--- src/design/touch_regs_pkg.sv ---
// constants and types shared by the touch threshold control registers
package touch_regs_pkg;
  localparam int NUM_CHANNELS = 8;
  localparam int LEVEL_W = 3;
  localparam int THRESH_W = 11;
  localparam logic [6:0] SLAVE_ADDR_DEFAULT = 7'h78;
  localparam logic [7:0] OFS_THRESHOLD_BASE = 8'h00;
  localparam logic [7:0] OFS_THRESHOLD_INCREMENT = 8'h01;
  localparam logic [7:0] OFS_LEVEL_CH0_CH1 = 8'h02;
  localparam logic [7:0] OFS_LEVEL_CH6_CH7 = 8'h05;
  localparam logic [7:0] OFS_SCAN_MODE_CONTROL = 8'h06;
  localparam logic [7:0] OFS_POWER_RESET_CONTROL = 8'h07;
  localparam logic [7:0] RST_THRESHOLD_BASE = 8'h14;
  localparam logic [7:0] RST_THRESHOLD_INCREMENT = 8'h14;
  localparam logic [7:0] RST_LEVEL_PAIR = 8'h33;
  localparam logic [7:0] RST_SCAN_MODE_CONTROL = 8'h80;
  localparam logic [7:0] RST_POWER_RESET_CONTROL = 8'h00;
  localparam logic [7:0] MASK_LEVEL_PAIR = 8'h77;
  localparam logic [7:0] MASK_SCAN_MODE_CONTROL = 8'h80;
  localparam logic [7:0] MASK_POWER_RESET_CONTROL = 8'h0C;
  localparam int EVEN_LEVEL_LSB = 0;
  localparam int ODD_LEVEL_LSB = 4;
  localparam int FAST_ONLY_BIT = 7;
  localparam int SOFT_RESET_BIT = 3;
  localparam int SLEEP_ENABLE_BIT = 2;
  typedef logic [LEVEL_W-1:0] level_t;
  typedef logic [THRESH_W-1:0] thresh_t;
endpackage

--- src/design/reg_access_if.sv ---
// byte-wide register access between the serial slave and the register bank
`timescale 1ns/1ps
interface reg_access_if;
  logic [7:0] addr;
  logic [7:0] wdata;
  logic wr;
  logic [7:0] rdata;
  modport master (output addr, output wdata, output wr, input rdata);
  modport slave (input addr, input wdata, input wr, output rdata);
endinterface // reg_access_if

--- src/design/i2c_byte_slave.sv ---
// serial slave: address pointer with auto increment, byte writes and reads
`timescale 1ns/1ps
module i2c_byte_slave
  import touch_regs_pkg::*;
(
  input wire logic core_clk,
  input wire logic rst,
  input wire logic clkEn,
  input wire logic [6:0] slaveAddr,
  input wire logic sclIn,
  input wire logic sdaIn,
  output logic sdaOut,
  output logic sdaOe,
  reg_access_if.master regs
);
  typedef enum logic [2:0] {IDLE, ADDR, ACK, PTR, WDATA, RDATA, RACK, LOAD} state_t;
  state_t state_q;
  logic sclPrev_q, sdaPrev_q, readMode_q, ackNext_q;
  logic [7:0] shift_q, ptr_q;
  logic [3:0] bitCnt_q;
  logic sclRise, sclFall, startSeen, stopSeen;
  state_t afterAck_q;
  assign sclRise = sclIn && !sclPrev_q;
  assign sclFall = !sclIn && sclPrev_q;
  assign startSeen = sclIn && sclPrev_q && sdaPrev_q && !sdaIn;
  assign stopSeen = sclIn && sclPrev_q && !sdaPrev_q && sdaIn;
  assign regs.addr = ptr_q;
  assign regs.wdata = shift_q;
  assign sdaOut = 1'b0;

  always_ff @(posedge core_clk or posedge rst) begin
    if (rst) begin
      sclPrev_q <= 1'b1;
      sdaPrev_q <= 1'b1;
    end else if (clkEn) begin
      sclPrev_q <= sclIn;
      sdaPrev_q <= sdaIn;
    end
  end

  always_ff @(posedge core_clk or posedge rst) begin
    if (rst) begin
      state_q <= IDLE;
      afterAck_q <= IDLE;
      shift_q <= 8'h00;
      ptr_q <= 8'h00;
      bitCnt_q <= 4'h0;
      readMode_q <= 1'b0;
      ackNext_q <= 1'b0;
      sdaOe <= 1'b0;
      regs.wr <= 1'b0;
    end else if (clkEn) begin
      regs.wr <= 1'b0;
      if (startSeen) begin
        state_q <= ADDR;
        bitCnt_q <= 4'h0;
        sdaOe <= 1'b0;
      end else if (stopSeen) begin
        state_q <= IDLE;
        sdaOe <= 1'b0;
      end else begin
        case (state_q)
          IDLE: begin
            sdaOe <= 1'b0;
          end
          ADDR, PTR, WDATA: begin
            if (sclRise) begin
              shift_q <= {shift_q[6:0], sdaIn};
              bitCnt_q <= bitCnt_q + 4'h1;
            end else if (sclFall && bitCnt_q == 4'h8) begin
              bitCnt_q <= 4'h0;
              if (state_q == ADDR) begin
                if (shift_q[7:1] == slaveAddr) begin
                  sdaOe <= 1'b1;
                  readMode_q <= shift_q[0];
                  afterAck_q <= shift_q[0] ? RDATA : PTR;
                  state_q <= ACK;
                end else begin
                  state_q <= IDLE;
                end
              end else begin
                sdaOe <= 1'b1;
                state_q <= ACK;
                afterAck_q <= WDATA;
                if (state_q == PTR) begin
                  ptr_q <= shift_q;
                end else begin
                  regs.wr <= 1'b1;
                end
              end
            end
          end
          ACK: begin
            if (sclFall) begin
              sdaOe <= 1'b0;
              state_q <= readMode_q ? LOAD : afterAck_q;
            end else if (regs.wr) begin
              ptr_q <= ptr_q + 8'h01;
            end
          end
          RDATA: begin
            if (sclFall) begin
              if (bitCnt_q == 4'h8) begin
                sdaOe <= 1'b0;
                bitCnt_q <= 4'h0;
                state_q <= RACK;
              end else begin
                shift_q <= {shift_q[6:0], 1'b0};
                sdaOe <= !shift_q[6];
                bitCnt_q <= bitCnt_q + 4'h1;
              end
            end
          end
          RACK: begin
            if (sclRise) begin
              ackNext_q <= !sdaIn;
            end else if (sclFall) begin
              if (ackNext_q) begin
                ptr_q <= ptr_q + 8'h01;
                state_q <= LOAD;
              end else begin
                state_q <= IDLE;
              end
            end
          end
          // one cycle late so the read mux already follows the new pointer
          LOAD: begin
            shift_q <= regs.rdata;
            sdaOe <= !regs.rdata[7];
            bitCnt_q <= 4'h1;
            state_q <= RDATA;
          end
          default: state_q <= IDLE;
        endcase
      end
    end
  end
endmodule // i2c_byte_slave

--- src/design/channel_threshold_calc.sv ---
// one channel threshold: base plus increment times level
`timescale 1ns/1ps
module channel_threshold_calc
  import touch_regs_pkg::*;
(
  input wire logic [7:0] base,
  input wire logic [7:0] increment,
  input wire touch_regs_pkg::level_t level,
  output touch_regs_pkg::thresh_t threshold
);
  // start plus step times level
  // widened before the product so a full step times seven cannot wrap
  assign threshold = thresh_t'({3'b000, base}) + thresh_t'(increment) * thresh_t'(level);
endmodule // channel_threshold_calc

--- src/design/touch_threshold_control_regs.sv ---
// threshold and general control register bank with serial register access
// Overview of operation
// - base threshold register, reset twenty
// - step increment register, reset twenty
// - threshold equals base plus step times level
// - two 3-bit levels per level register
// - level zero most, seven least sensitive
// - levels reset to three, threshold eighty
// - base and step latched on level write
// - bit seven selects fast-only scanning
// - alternating mode plus sleep enables combo
// - fast-only mode never sleeps
// - soft reset clears digital and serial logic
// - bit two enables low power sleep
// - serial access, address auto increments
`timescale 1ns/1ps
module touch_threshold_control_regs
  import touch_regs_pkg::*;
#(
  parameter int CHANNELS = NUM_CHANNELS
)
(
  input wire logic core_clk,
  input wire logic rst,
  input wire logic clkEn,
  input wire logic [6:0] slaveAddr,
  input wire logic sclIn,
  input wire logic sdaIn,
  output logic sdaOut,
  output logic sdaOe,
  output touch_regs_pkg::thresh_t channelThreshold [CHANNELS],
  output logic fastOnlySelect,
  output logic sleepSensingCombo,
  output logic sleepActive,
  output logic softResetPulse
);
  if (CHANNELS != NUM_CHANNELS) begin : g_bad_channels
    $error("channel count must match the four level registers");
  end

  reg_access_if bus ();
  logic [7:0] thresholdBase_q, thresholdIncrement_q;
  logic [7:0] activeBase_q, activeIncrement_q;
  logic [7:0] levelPair_q [CHANNELS/2];
  logic [7:0] scanModeControl_q, powerResetControl_q;
  logic softRst_q, localRst;

  assign localRst = rst | softRst_q;

  function automatic logic isLevelAddr(input logic [7:0] a);
    return (a >= OFS_LEVEL_CH0_CH1) && (a <= OFS_LEVEL_CH6_CH7);
  endfunction

  i2c_byte_slave u_slave (
    .core_clk(core_clk),
    .rst(localRst),
    .clkEn(clkEn),
    .slaveAddr(slaveAddr),
    .sclIn(sclIn),
    .sdaIn(sdaIn),
    .sdaOut(sdaOut),
    .sdaOe(sdaOe),
    .regs(bus.master)
  );

  always_ff @(posedge core_clk or posedge rst) begin
    if (rst) begin
      softRst_q <= 1'b0;
    end else if (clkEn) begin
      softRst_q <= bus.wr && bus.addr == OFS_POWER_RESET_CONTROL
                   && bus.wdata[SOFT_RESET_BIT];
    end
  end
  assign softResetPulse = softRst_q;

  always_ff @(posedge core_clk or posedge localRst) begin
    if (localRst) begin
      thresholdBase_q <= RST_THRESHOLD_BASE;
      thresholdIncrement_q <= RST_THRESHOLD_INCREMENT;
    end else if (clkEn && bus.wr) begin
      if (bus.addr == OFS_THRESHOLD_BASE) begin
        thresholdBase_q <= bus.wdata;
      end else if (bus.addr == OFS_THRESHOLD_INCREMENT) begin
        thresholdIncrement_q <= bus.wdata;
      end
    end
  end

  always_ff @(posedge core_clk or posedge localRst) begin
    if (localRst) begin
      activeBase_q <= RST_THRESHOLD_BASE;
      activeIncrement_q <= RST_THRESHOLD_INCREMENT;
    end else if (clkEn && bus.wr && isLevelAddr(bus.addr)) begin
      activeBase_q <= thresholdBase_q;
      activeIncrement_q <= thresholdIncrement_q;
    end
  end

  genvar p;
  generate
    for (p = 0; p < CHANNELS/2; p++) begin : g_pair
      always_ff @(posedge core_clk or posedge localRst) begin
        if (localRst) begin
          levelPair_q[p] <= RST_LEVEL_PAIR;
        end else if (clkEn && bus.wr && bus.addr == OFS_LEVEL_CH0_CH1 + 8'(p)) begin
          levelPair_q[p] <= bus.wdata & MASK_LEVEL_PAIR;
        end
      end
      channel_threshold_calc u_even (
        .base(activeBase_q),
        .increment(activeIncrement_q),
        .level(levelPair_q[p][EVEN_LEVEL_LSB +: LEVEL_W]),
        .threshold(channelThreshold[2*p])
      );
      channel_threshold_calc u_odd (
        .base(activeBase_q),
        .increment(activeIncrement_q),
        .level(levelPair_q[p][ODD_LEVEL_LSB +: LEVEL_W]),
        .threshold(channelThreshold[2*p+1])
      );
    end
  endgenerate

  always_ff @(posedge core_clk or posedge localRst) begin
    if (localRst) begin
      scanModeControl_q <= RST_SCAN_MODE_CONTROL;
      powerResetControl_q <= RST_POWER_RESET_CONTROL;
    end else if (clkEn && bus.wr) begin
      if (bus.addr == OFS_SCAN_MODE_CONTROL) begin
        scanModeControl_q <= bus.wdata & MASK_SCAN_MODE_CONTROL;
      end else if (bus.addr == OFS_POWER_RESET_CONTROL) begin
        powerResetControl_q <= bus.wdata & MASK_POWER_RESET_CONTROL;
      end
    end
  end

  assign fastOnlySelect = scanModeControl_q[FAST_ONLY_BIT];
  assign sleepSensingCombo = !scanModeControl_q[FAST_ONLY_BIT]
                             && powerResetControl_q[SLEEP_ENABLE_BIT];
  assign sleepActive = sleepSensingCombo;

  always_comb begin
    if (bus.addr == OFS_THRESHOLD_BASE) begin
      bus.rdata = thresholdBase_q;
    end else if (bus.addr == OFS_THRESHOLD_INCREMENT) begin
      bus.rdata = thresholdIncrement_q;
    end else if (isLevelAddr(bus.addr)) begin
      bus.rdata = levelPair_q[2'(bus.addr - OFS_LEVEL_CH0_CH1)];
    end else if (bus.addr == OFS_SCAN_MODE_CONTROL) begin
      bus.rdata = scanModeControl_q;
    end else if (bus.addr == OFS_POWER_RESET_CONTROL) begin
      bus.rdata = powerResetControl_q;
    end else begin
      bus.rdata = 8'h00;
    end
  end
endmodule // touch_threshold_control_regs

--- config.mk ---
export PLATFORM = sky130hd
export DESIGN_NAME = touch_threshold_control_regs
export DESIGN_NICKNAME = d
export VERILOG_FILES = /design/src/design/touch_regs_pkg.sv /design/src/design/reg_access_if.sv /design/src/design/i2c_byte_slave.sv /design/src/design/channel_threshold_calc.sv /design/src/design/touch_threshold_control_regs.sv
export SDC_FILE = /design/constraint.sdc
export NUM_CORES = 1
export LEC_CHECK = 0
export BUFFER_PORTS_ARGS = -buffer_cell sky130_fd_sc_hd__buf_4
export CELL_PAD_IN_SITES_DETAIL_PLACEMENT = 1
export CELL_PAD_IN_SITES_GLOBAL_PLACEMENT = 1
export CORE_MARGIN = 2
export CORE_UTILIZATION = 49
export CTS_BUF_LIST = sky130_fd_sc_hd__clkbuf_4 sky130_fd_sc_hd__clkbuf_8
export CTS_CLUSTER_DIAMETER = 40
export CTS_CLUSTER_SIZE = 10
export DETAILED_ROUTE_END_ITERATION = 12
export GPL_ROUTABILITY_DRIVEN = 0
export PLACE_DENSITY = 0.94
export SYNTH_ARGS = -nofsm -noshare
export SYNTH_HDL_FRONTEND = slang
export SYNTH_HIERARCHICAL = 1
export SYNTH_SLANG_ARGS = --single-unit
--- constraint.sdc ---
create_clock -name core_clk -period 6 [get_ports core_clk]
set_input_delay 0.9 -clock core_clk [delete_from_list [all_inputs] [get_ports core_clk]]
set_output_delay 0.9 -clock core_clk [all_outputs]
set_load 0.02 [all_outputs]
* Word level (Yosys, flattened, before mapping)
Cells that the tools add are included.
** Storage, ports and cells
- Logic and storage cells :: 199
- Bits in registers :: 92
- Output and inout bits :: 94
- Input port bits :: 12
** Operators by class
- Order comparisons :: 3
- Bitwise operators :: 7
- Equality and inequality tests :: 40
- Multiplexer cells :: 63
- $add $sub $neg :: 11
- $mul :: 8
- Reductions and logical operators :: 45
** Operators by type and width (count)
- 2-to-1 mux 8 bit :: 18
- adder 8 x 11 -> 11 bit :: 8
- multiplier 8 x 3 -> 11 bit :: 8
- case mux 8 bit (3 select lines) :: 2
- 2-to-1 mux 3 bit :: 14
- == test 8 x 3 -> 1 bit (second input constant) :: 4
- 2-to-1 mux 4 bit :: 7
- != test 4 x 1 -> 1 bit (second input constant) :: 6
- AND reduction 7 bit :: 3
- logical AND 1 bit :: 18
- binary-select mux 8 bit (select 2 bit) :: 1
- == test 8 x 2 -> 1 bit (second input constant) :: 2
- 2-to-1 mux 1 bit :: 16
- != test 2 x 1 -> 1 bit (second input constant) :: 8
- case mux 3 bit (5 select lines) :: 1
- nonzero test 7 bit :: 2
- AND reduction 13 bit :: 1
- == test 3 bit (second input constant) :: 4
- != test 2 bit (second input constant) :: 6
- case mux 4 bit (3 select lines) :: 1
- AND reduction 5 bit :: 2
- AND reduction 9 bit :: 1
- adder 8 x 1 -> 8 bit (second input constant) :: 1
- == test 8 x 1 -> 1 bit (second input constant) :: 1
- other kinds (26) :: 42

* Logic depth before layout (Yosys ltp)
Gate-level depths: netlist of the first run.
- Word-level depth :: 12
- Mapped depth :: 11
- Depth with buffers taken out :: 11

* By module
Netlist of the first run, hierarchy kept.
** Modules (own cells, without submodules)
- channel_threshold_calc (g_pair[0].u_even ...) :: instances 5, cells an instance 115, area an instance 949.7 µm², sequential area each 0.0 µm²
- touch_threshold_control_regs :: instances 1, cells an instance 200, area an instance 2785.2 µm², sequential area each 1532.7 µm²
- i2c_byte_slave :: instances 1, cells an instance 234, area an instance 2187.1 µm², sequential area each 803.3 µm²
- channel_threshold_calc (g_pair[2].u_even ...) :: instances 2, cells an instance 115, area an instance 947.2 µm², sequential area each 0.0 µm²
- channel_threshold_calc (g_pair[0].u_odd) :: instances 1, cells an instance 113, area an instance 948.4 µm², sequential area each 0.0 µm²

* Worst setup path after synthesis of the first run
Ideal clock, no wire load.
- Path kind :: register -> output
- Start :: reg activeIncrement_q[1]
- End :: out channelThreshold[76] (netlist bit)
- Arrival :: 3.285 ns
- Path buffers :: 0
- Setup slack :: 1.815 ns
- Cell stages (with the launch flop) :: 12
- Required time :: 5.100 ns
- Cells stage by stage :: dfrtp_1 > and2_1 > fa_1 > inv_1 > fa_1 > inv_1 > ha_1 > and3_4 > a2111oi_4 > o21ai_1 > a21oi_1 > xnor2_1
** RTL lines
- start, declared :: RTL line touch_threshold_control_regs.sv:43 : logic [7:0] activeBase_q, activeIncrement_q;
- start signal, assigned :: RTL line touch_threshold_control_regs.sv:95 : activeIncrement_q <= thresholdIncrement_q;
- end, declared :: RTL line touch_threshold_control_regs.sv:31 : output touch_regs_pkg::thresh_t channelThreshold [CHANNELS],

==> metrics.md, run 1 <==
| Metric | Value |
|---|---|
| Detail Route Antenna Nets | `0` |
| Vias in the first global route | `12200` |
| DRT Pass-1 Iters | `5` |
| WL/cell | `23.1 um` |
| GR Overflow Total | `0` |
| # rows | `58` |
| CP required | `5.10 ns` |
| Crit path max-delay family | `adder cells` |
| Area growth, synth to finish | `10.7%` |
| Reg clk slew, reported paths | `0.10 ns` |
| Antenna Cells | `0` |
| Vias per inst | `6.02` |
| Yosys Warn Count | `6` |
| Number of nets in the layout | `1688` |
| Leakage | `7.29 nW` |
| WL final | `41100 um` |
| #FFs+latches synth | `92` |
| Total Routing Usage GR | `31.5%` |
| Core Area | `25200 sq um` |
| Buf/Inv on CP | `2` |
| Final design utilization | `55.2%` |
| Distinct cells, synth | `84` |
| IO Port Bufs | `104` |
| Most area-consuming cells after synthesis | `fa_1 (17%), dfrtp_1 (13%), ha_1 (12%), and2_1 (8.4%), inv_1 (7.6%)` |
| Largest net degree at the start of global routing | `61` |
| Root Driver | `clkbuf_8` |
| Worst setup margin | `0.635 ns` |
| Status | `completed` |
| Htree depth | `3` |
| CTS tree | `yes` |
| Post-cts hold buffer count | `0` |
| Top_reg_cell synth | `dfrtp_1` |
| Cell with the most instances after synthesis | `inv_1` |
| TritonCTS buffer count | `9` |
| CP cell instances | `nand2_1, fa_1, inv_1, fa_1, ha_1, a21o_1, a2111oi_4, o21bai_1, a21oi_1, xnor2_1, buf_4` |
| Syn Inst Count | `1352` |
| Crit-path slowest cell | `dfrtp_1` |
| Die W | `164 um` |
| Commonest cells post-synth | `inv_1 (256), and2_1 (169), ha_1 (123)` |
| Total of max-cap violations | `0` |
| DRC | `0` |
| Arr. time, crit path | `4.47 ns` |
| Post-synthesis sequential area ratio | `18.6%` |
| WHS | `0.374 ns` |
| FF-to-FF setup slack | `2.84 ns` |
| Worst-path maximum fanout | `25` |
| Global-route wire length before repair | `66300 um` |
| Endpoints failing hold | `0` |
| Vias | `10700` |
| Mapped Nets | `1591` |
| Iteration-0 DRC Markers | `654` |
| CP Capture Type | `primary output` |
| Max VDD drop | `0.111 mV` |
| Number of synthesized flops with an enable pin | `0` |
| Top-area cell type share of the netlist area | `16.6%` |
| Max clock buf depth | `2` |
| Max Slew Vio Count | `0` |
| Pwr per Cell Area | `95.0 nW/um^2` |
| CP max stage delay | `1.03 ns` |
| Worst min path class | `input pin to async pin` |
| Die height | `164 um` |
| Worst slew pin tran | `1.12 ns` |
| Cell taking the most area after synthesis | `fa_1` |
| Setup tns final | `0 ns` |
| Initial antenna violation count | `0` |
| Clock sinks | `92` |
| Setup CP Type | `flop to primary output` |
| DP Worst Slack | `1.23 ns` |
| Post-synth ARST share | `100%` |
| Fmax | `186 MHz` |
| # IOs | `106` |
| Rel. slew slack | `25.4%` |
| Clk_lat worst skew | `0.39 ns` |
| Period minus WS final | `5.37 ns` |
| Initial Utilization | `49.9%` |
| CP startpoint kind | `flop` |
| Mapped cell area | `12600 sq um` |
| PostCTS Resize Cnt | `0` |
| Syn Area/Cell | `9.29 sq um` |
| Setup Fix Bufs, Post-CTS | `0` |
| Final setup viols | `0` |
| Share of cells above drive strength 1 | `20.6%` |
| Tcrit/Tclk final | `89.4%` |
| RSZ-0062 raised after global routing | `no` |
| Clk_skew | `0.0150 ns` |
| Dpl hpwl | `29100 um` |
| Die Footprint | `26900 sq um` |
| Most Frequent Cell on Critical Path | `fa_1` |
sequential cells by signal, summed over array words and instances, names as in the netlist:
| register | flops |
|---|---|
| u_slave/sclPrev_q | 1 |
| scanModeControl_q | 1 |
| activeBase_q | 8 |
| levelPair_q | 24 |
| u_slave/bitCnt_q | 4 |
| u_slave/afterAck_q | 3 |
| thresholdBase_q | 8 |
| powerResetControl_q | 2 |
| u_slave/regs.addr | 8 |
| activeIncrement_q | 8 |
| u_slave/state_q | 3 |
| u_slave/sdaOe | 1 |
| u_slave/regs.wdata | 8 |
| u_slave/ackNext_q | 1 |
| softResetPulse | 1 |
| u_slave/sdaPrev_q | 1 |
| u_slave/regs.wr | 1 |
| u_slave/readMode_q | 1 |
| thresholdIncrement_q | 8 |
kinds of logic (layout without fill, tap and decap cells):
family	Yosys count	count (layout)	share of synthesized area [%]
mux	94	94	8.38
xor+xnor	73	73	5.09
compound gates	177	177	11.9
other cells	1	1	0.0298
flops	92	92	18.6
fa+ha+maj	227	227	28.8
buf+inv	277	379	8.52
simple gates	411	411	18.7
routing by layer:
metal | GRT usage, % | part of all wire, %
met1 | 36.4 | 38
met2 | 55.7 | 51
met3 | 4.22 | 5.2
met4 | 18.3 | 5.8
met5 | 0 | 0
cells in the final DEF (no fill, tap or decap), types with 10 or more instances in the layout:
cell type and count:
inv_1 256, and2_1 169, ha_1 123, buf_4 107, fa_1 104, mux2_2 79, xnor2_1 66, dfrtp_1 65
nand2_1 62, nor2_1 55, nand3_1 46, a21oi_1 27, dfstp_2 27, a21o_1 25, a21oi_2 16, nor3_1 15
mux2i_1 14, o21ai_0 13, nor2b_1 10, clkbuf_8 10, o21a_1 10
stage by stage:
step                      instance area (sq um)  total power, mW  std cells
after floorplan                           12600            0.775       1352
after global placement                    13700            0.818       1768
after detailed placement                  13700            0.827       1768
after CTS                                 13900             1.32       1784
after global routing                      13900             1.37       1784
final                                     13900             1.32       1784
final cells by class:
class	count	area, sq um
fill	2881	11300
tap	330	413
timing repair buffer	107	803
clock buffer	10	138
clock inverter	6	93.8
inverter	256	961
sequential	92	2340
multi-input combinational	983	9170
power breakdown:
group / switching (mW) / leakage, nW / internal (mW)
sequential: 0.0600 / 1.17 / 0.636
clock: 0.246 / 0.119 / 0.251
combinational: 0.0712 / 6.01 / 0.0578
worst reg2reg max path, delay by kind of cell, from the launching register on:
kind          cells  cell delay [ns]
flops             1             1.09
mux               1             0.47
simple gates      2             1.48
final timing paths:
path,startpoint,endpoint,cells past startpoint
hold / removal,rst,softResetPulse$_DFFE_PP0P_,2
setup reg to reg,u_slave/regs.addr[0]$_DFFE_PP0P_,thresholdIncrement_q[6]$_DFFE_PP0P_,3
setup / recovery,activeIncrement_q[0]$_DFFE_PP0P_,channelThreshold[74],11
min in group core_clk,u_slave/bitCnt_q[1]$_DFFE_PP0P_,u_slave/bitCnt_q[1]$_DFFE_PP0P_,1
max in group asynchronous,rst,u_slave/sdaPrev_q$_DFFE_PP1P_,6
hold reg to reg,u_slave/bitCnt_q[1]$_DFFE_PP0P_,u_slave/bitCnt_q[1]$_DFFE_PP0P_,1
Note: power is estimated with default switching activity, not from simulation.
==> run 2: changes to the inputs <==
--- a/config.mk
+++ b/config.mk
@@ -9,13 +9,13 @@
 export CELL_PAD_IN_SITES_DETAIL_PLACEMENT = 1
 export CELL_PAD_IN_SITES_GLOBAL_PLACEMENT = 1
 export CORE_MARGIN = 2
-export CORE_UTILIZATION = 49
+export CORE_UTILIZATION = 40
 export CTS_BUF_LIST = sky130_fd_sc_hd__clkbuf_4 sky130_fd_sc_hd__clkbuf_8
 export CTS_CLUSTER_DIAMETER = 40
 export CTS_CLUSTER_SIZE = 10
 export DETAILED_ROUTE_END_ITERATION = 12
 export GPL_ROUTABILITY_DRIVEN = 0
-export PLACE_DENSITY = 0.94
+export PLACE_DENSITY = 0.8
 export SYNTH_ARGS = -nofsm -noshare
 export SYNTH_HDL_FRONTEND = slang
 export SYNTH_HIERARCHICAL = 1
==> run 2 against run 1 <==
  * Count of clock-buffer cells in the layout unchanged
  * Sequential power about the same
  * Core utilization down 9.8 points
  * Critical path type unchanged
  * Register-to-register slack better by 0.12 ns
  * Die area up 22%
  * Clock power down 10%
  * Largest cell class unchanged
==> metrics.md, run 2 (same netlist as run 1, synthesis figures left out) <==
| Metric | Value |
|---|---|
| Fmax | `196 MHz` |
| CP max stage delay | `0.76 ns` |
| CP cell instances | `and2_1, fa_1, inv_1, fa_1, inv_1, ha_1, and3_4, a2111oi_4, o21ai_1, a21oi_1, xnor2_1, buf_4` |
| Final setup viols | `0` |
| Crit path max-delay family | `adder cells` |
| Tcrit/Tclk final | `85.2%` |
| Share of cells above drive strength 1 | `20.6%` |
| Total of max-cap violations | `0` |
| CTS tree | `yes` |
| Buf/Inv on CP | `3` |
| DRC | `0` |
| Worst min path class | `input pin to async pin` |
| GR Overflow Total | `0` |
| Largest register FFs | `24` |
| FF-to-FF setup slack | `2.96 ns` |
| Crit-path slowest cell | `dfrtp_1` |
| Largest register by flop count | `levelPair_q` |
| RSZ-0062 raised after global routing | `no` |
| Worst slew pin tran | `1.13 ns` |
| Setup Fix Bufs, Post-CTS | `0` |
| Reg clk slew, reported paths | `0.10 ns` |
| Vias per inst | `5.44` |
| Power consumption | `1.27 mW` |
| Cell-internal power | `0.901 mW` |
| Die height | `181 um` |
| R2R Path End | `thresholdIncrement_q[6]$_DFFE_PP0P_` |
| WL/cell | `17.9 um` |
| Max Slew Vio Count | `0` |
| Sequential Power Share | `55.0%` |
| Setup CP Type | `flop to primary output` |
| Worst-path maximum fanout | `25` |
| Status | `completed` |
| DRT Pass-1 Iters | `5` |
| Fin cells | `1851` |
| Leakage | `7.28 nW` |
| IO Port Bufs | `104` |
| Clk pwr share | `35.2%` |
| Sw Ratio | `28.9%` |
| Fillers | `3608` |
| CP startpoint kind | `flop` |
| Max clock buf depth | `2` |
| Combinational share of power | `9.8%` |
| Area growth, synth to finish | `11.2%` |
| Vias | `10100` |
| Worst Setup SP | `activeIncrement_q[1]$_DFFE_PP0P_` |
| Die W | `181 um` |
| Max VDD drop | `0.0928 mV` |
| Initial antenna violation count | `0` |
| Most common cell after layout, fill and taps aside | `inv_1` |
| Core Area | `30700 sq um` |
| Clock sinks | `92` |
| Vias in the first global route | `11000` |
| Number of nets in the layout | `1689` |
| # IOs | `106` |
| Htree depth | `3` |
| Dpl hpwl | `25000 um` |
| Arr. time, crit path | `4.21 ns` |
| TritonCTS buffer count | `9` |
| Setup tns final | `0 ns` |
| Pwr per Cell Area | `90.6 nW/um^2` |
| Root Driver | `clkbuf_8` |
| Die Footprint | `32800 sq um` |
| Clk_lat worst skew | `0.38 ns` |
| CP Capture Point | `channelThreshold[76]` |
| Worst r2r src | `u_slave/regs.addr[0]$_DFFE_PP0P_` |
| Post-cts hold buffer count | `0` |
| Clk_skew | `0.0137 ns` |
| Iteration-0 DRC Markers | `412` |
| Most frequent cells in the layout | `inv_1 (256), and2_1 (169), ha_1 (123), buf_4 (108), fa_1 (104)` |
| Stages on the worst setup path | `12` |
| Design area | `14000 sq um` |
| Total Routing Usage GR | `20.5%` |
| Initial Utilization | `40.9%` |
| Global-route wire length before repair | `55200 um` |
| Rel. slew slack | `24.4%` |
| PostCTS Resize Cnt | `0` |
| Antenna Cells | `0` |
| Sw Pwr | `0.365 mW` |
| Number of placed instances with taps included | `1835` |
| Post-DP Area | `13800 sq um` |
| Largest net degree at the start of global routing | `61` |
| # rows | `64` |
| Endpoints failing hold | `0` |
| CP Capture Type | `primary output` |
| Worst Reg-to-Reg Cells | `3` |
| Period minus WS final | `5.11 ns` |
| CP required | `5.10 ns` |
| Detail Route Antenna Nets | `0` |
| WL final | `33200 um` |
## run 2: changes by cell type in the layout (fill, tap and decap cells not counted), sizes merged
cell      before  now
bufinv         2    1
clkinvlp       0    1
buf          107  108
## run 2: cell type report
class	instances	area, sq um	share of cell area [%]
tap	396	495	3.55
clock inverter	6	68.8	0.492
multi-input combinational	983	9170	65.6
sequential	92	2340	16.7
inverter	256	961	6.88
clock buffer	10	138	0.985
timing repair buffer	108	811	5.80
## run 2: stage by stage
stage / worst slack, ns / hold WS, ns / utilization (%)
6_report: 0.891 / 0.378 / 45.4
5_1_grt: 0.682 / 0.378 / 45.4
4_1_cts: 0.890 / 0.372 / 45.4
3_5_place_dp: 1.33 / 0.501 / 44.8
3_3_place_gp: 1.37 / 0.493 / 44.8
2_1_floorplan: 1.57 / 0.479 / -
## run 2: how the worst min path moves through the flow
stage / from / end / slack [ns] / cells past startpoint
2_1_floorplan: powerResetControl_q[3]$_DFFE_PP0P_ / powerResetControl_q[3]$_DFFE_PP0P_ / 0.48 / 1
3_3_place_gp: powerResetControl_q[3]$_DFFE_PP0P_ / powerResetControl_q[3]$_DFFE_PP0P_ / 0.49 / 1
3_5_place_dp: powerResetControl_q[3]$_DFFE_PP0P_ / powerResetControl_q[3]$_DFFE_PP0P_ / 0.50 / 1
4_1_cts: rst / softResetPulse$_DFFE_PP0P_ / 0.37 / 2
5_1_grt: rst / softResetPulse$_DFFE_PP0P_ / 0.38 / 2
6_report: rst / softResetPulse$_DFFE_PP0P_ / 0.38 / 2
## run 2: metal layers
layer | vias up | routed length [um] | GRT usage [%]
met3 | 54 | 1180 | 2.48
met2 | 201 | 17000 | 38.0
met5 | - | 0 | 0
met4 | 0 | 861 | 5.82
li1 | 4655 | - | -
met1 | 5152 | 14100 | 24.9
## run 2: worst register-to-register path: stages (launching register included)
cell,delay (ns)
dfrtp_1,1.10
nor4b_1,0.83
nand3_1,0.57
mux2_2,0.45
## run 2: power groups by stage
stage	Sequential [mW]	Clock [mW]	Combinational (mW)
floorplan	0.670	0	0.105
global placement	0.703	0	0.118
detailed placement	0.706	0	0.124
CTS	0.694	0.453	0.125
global route	0.700	0.475	0.138
finish	0.696	0.445	0.124
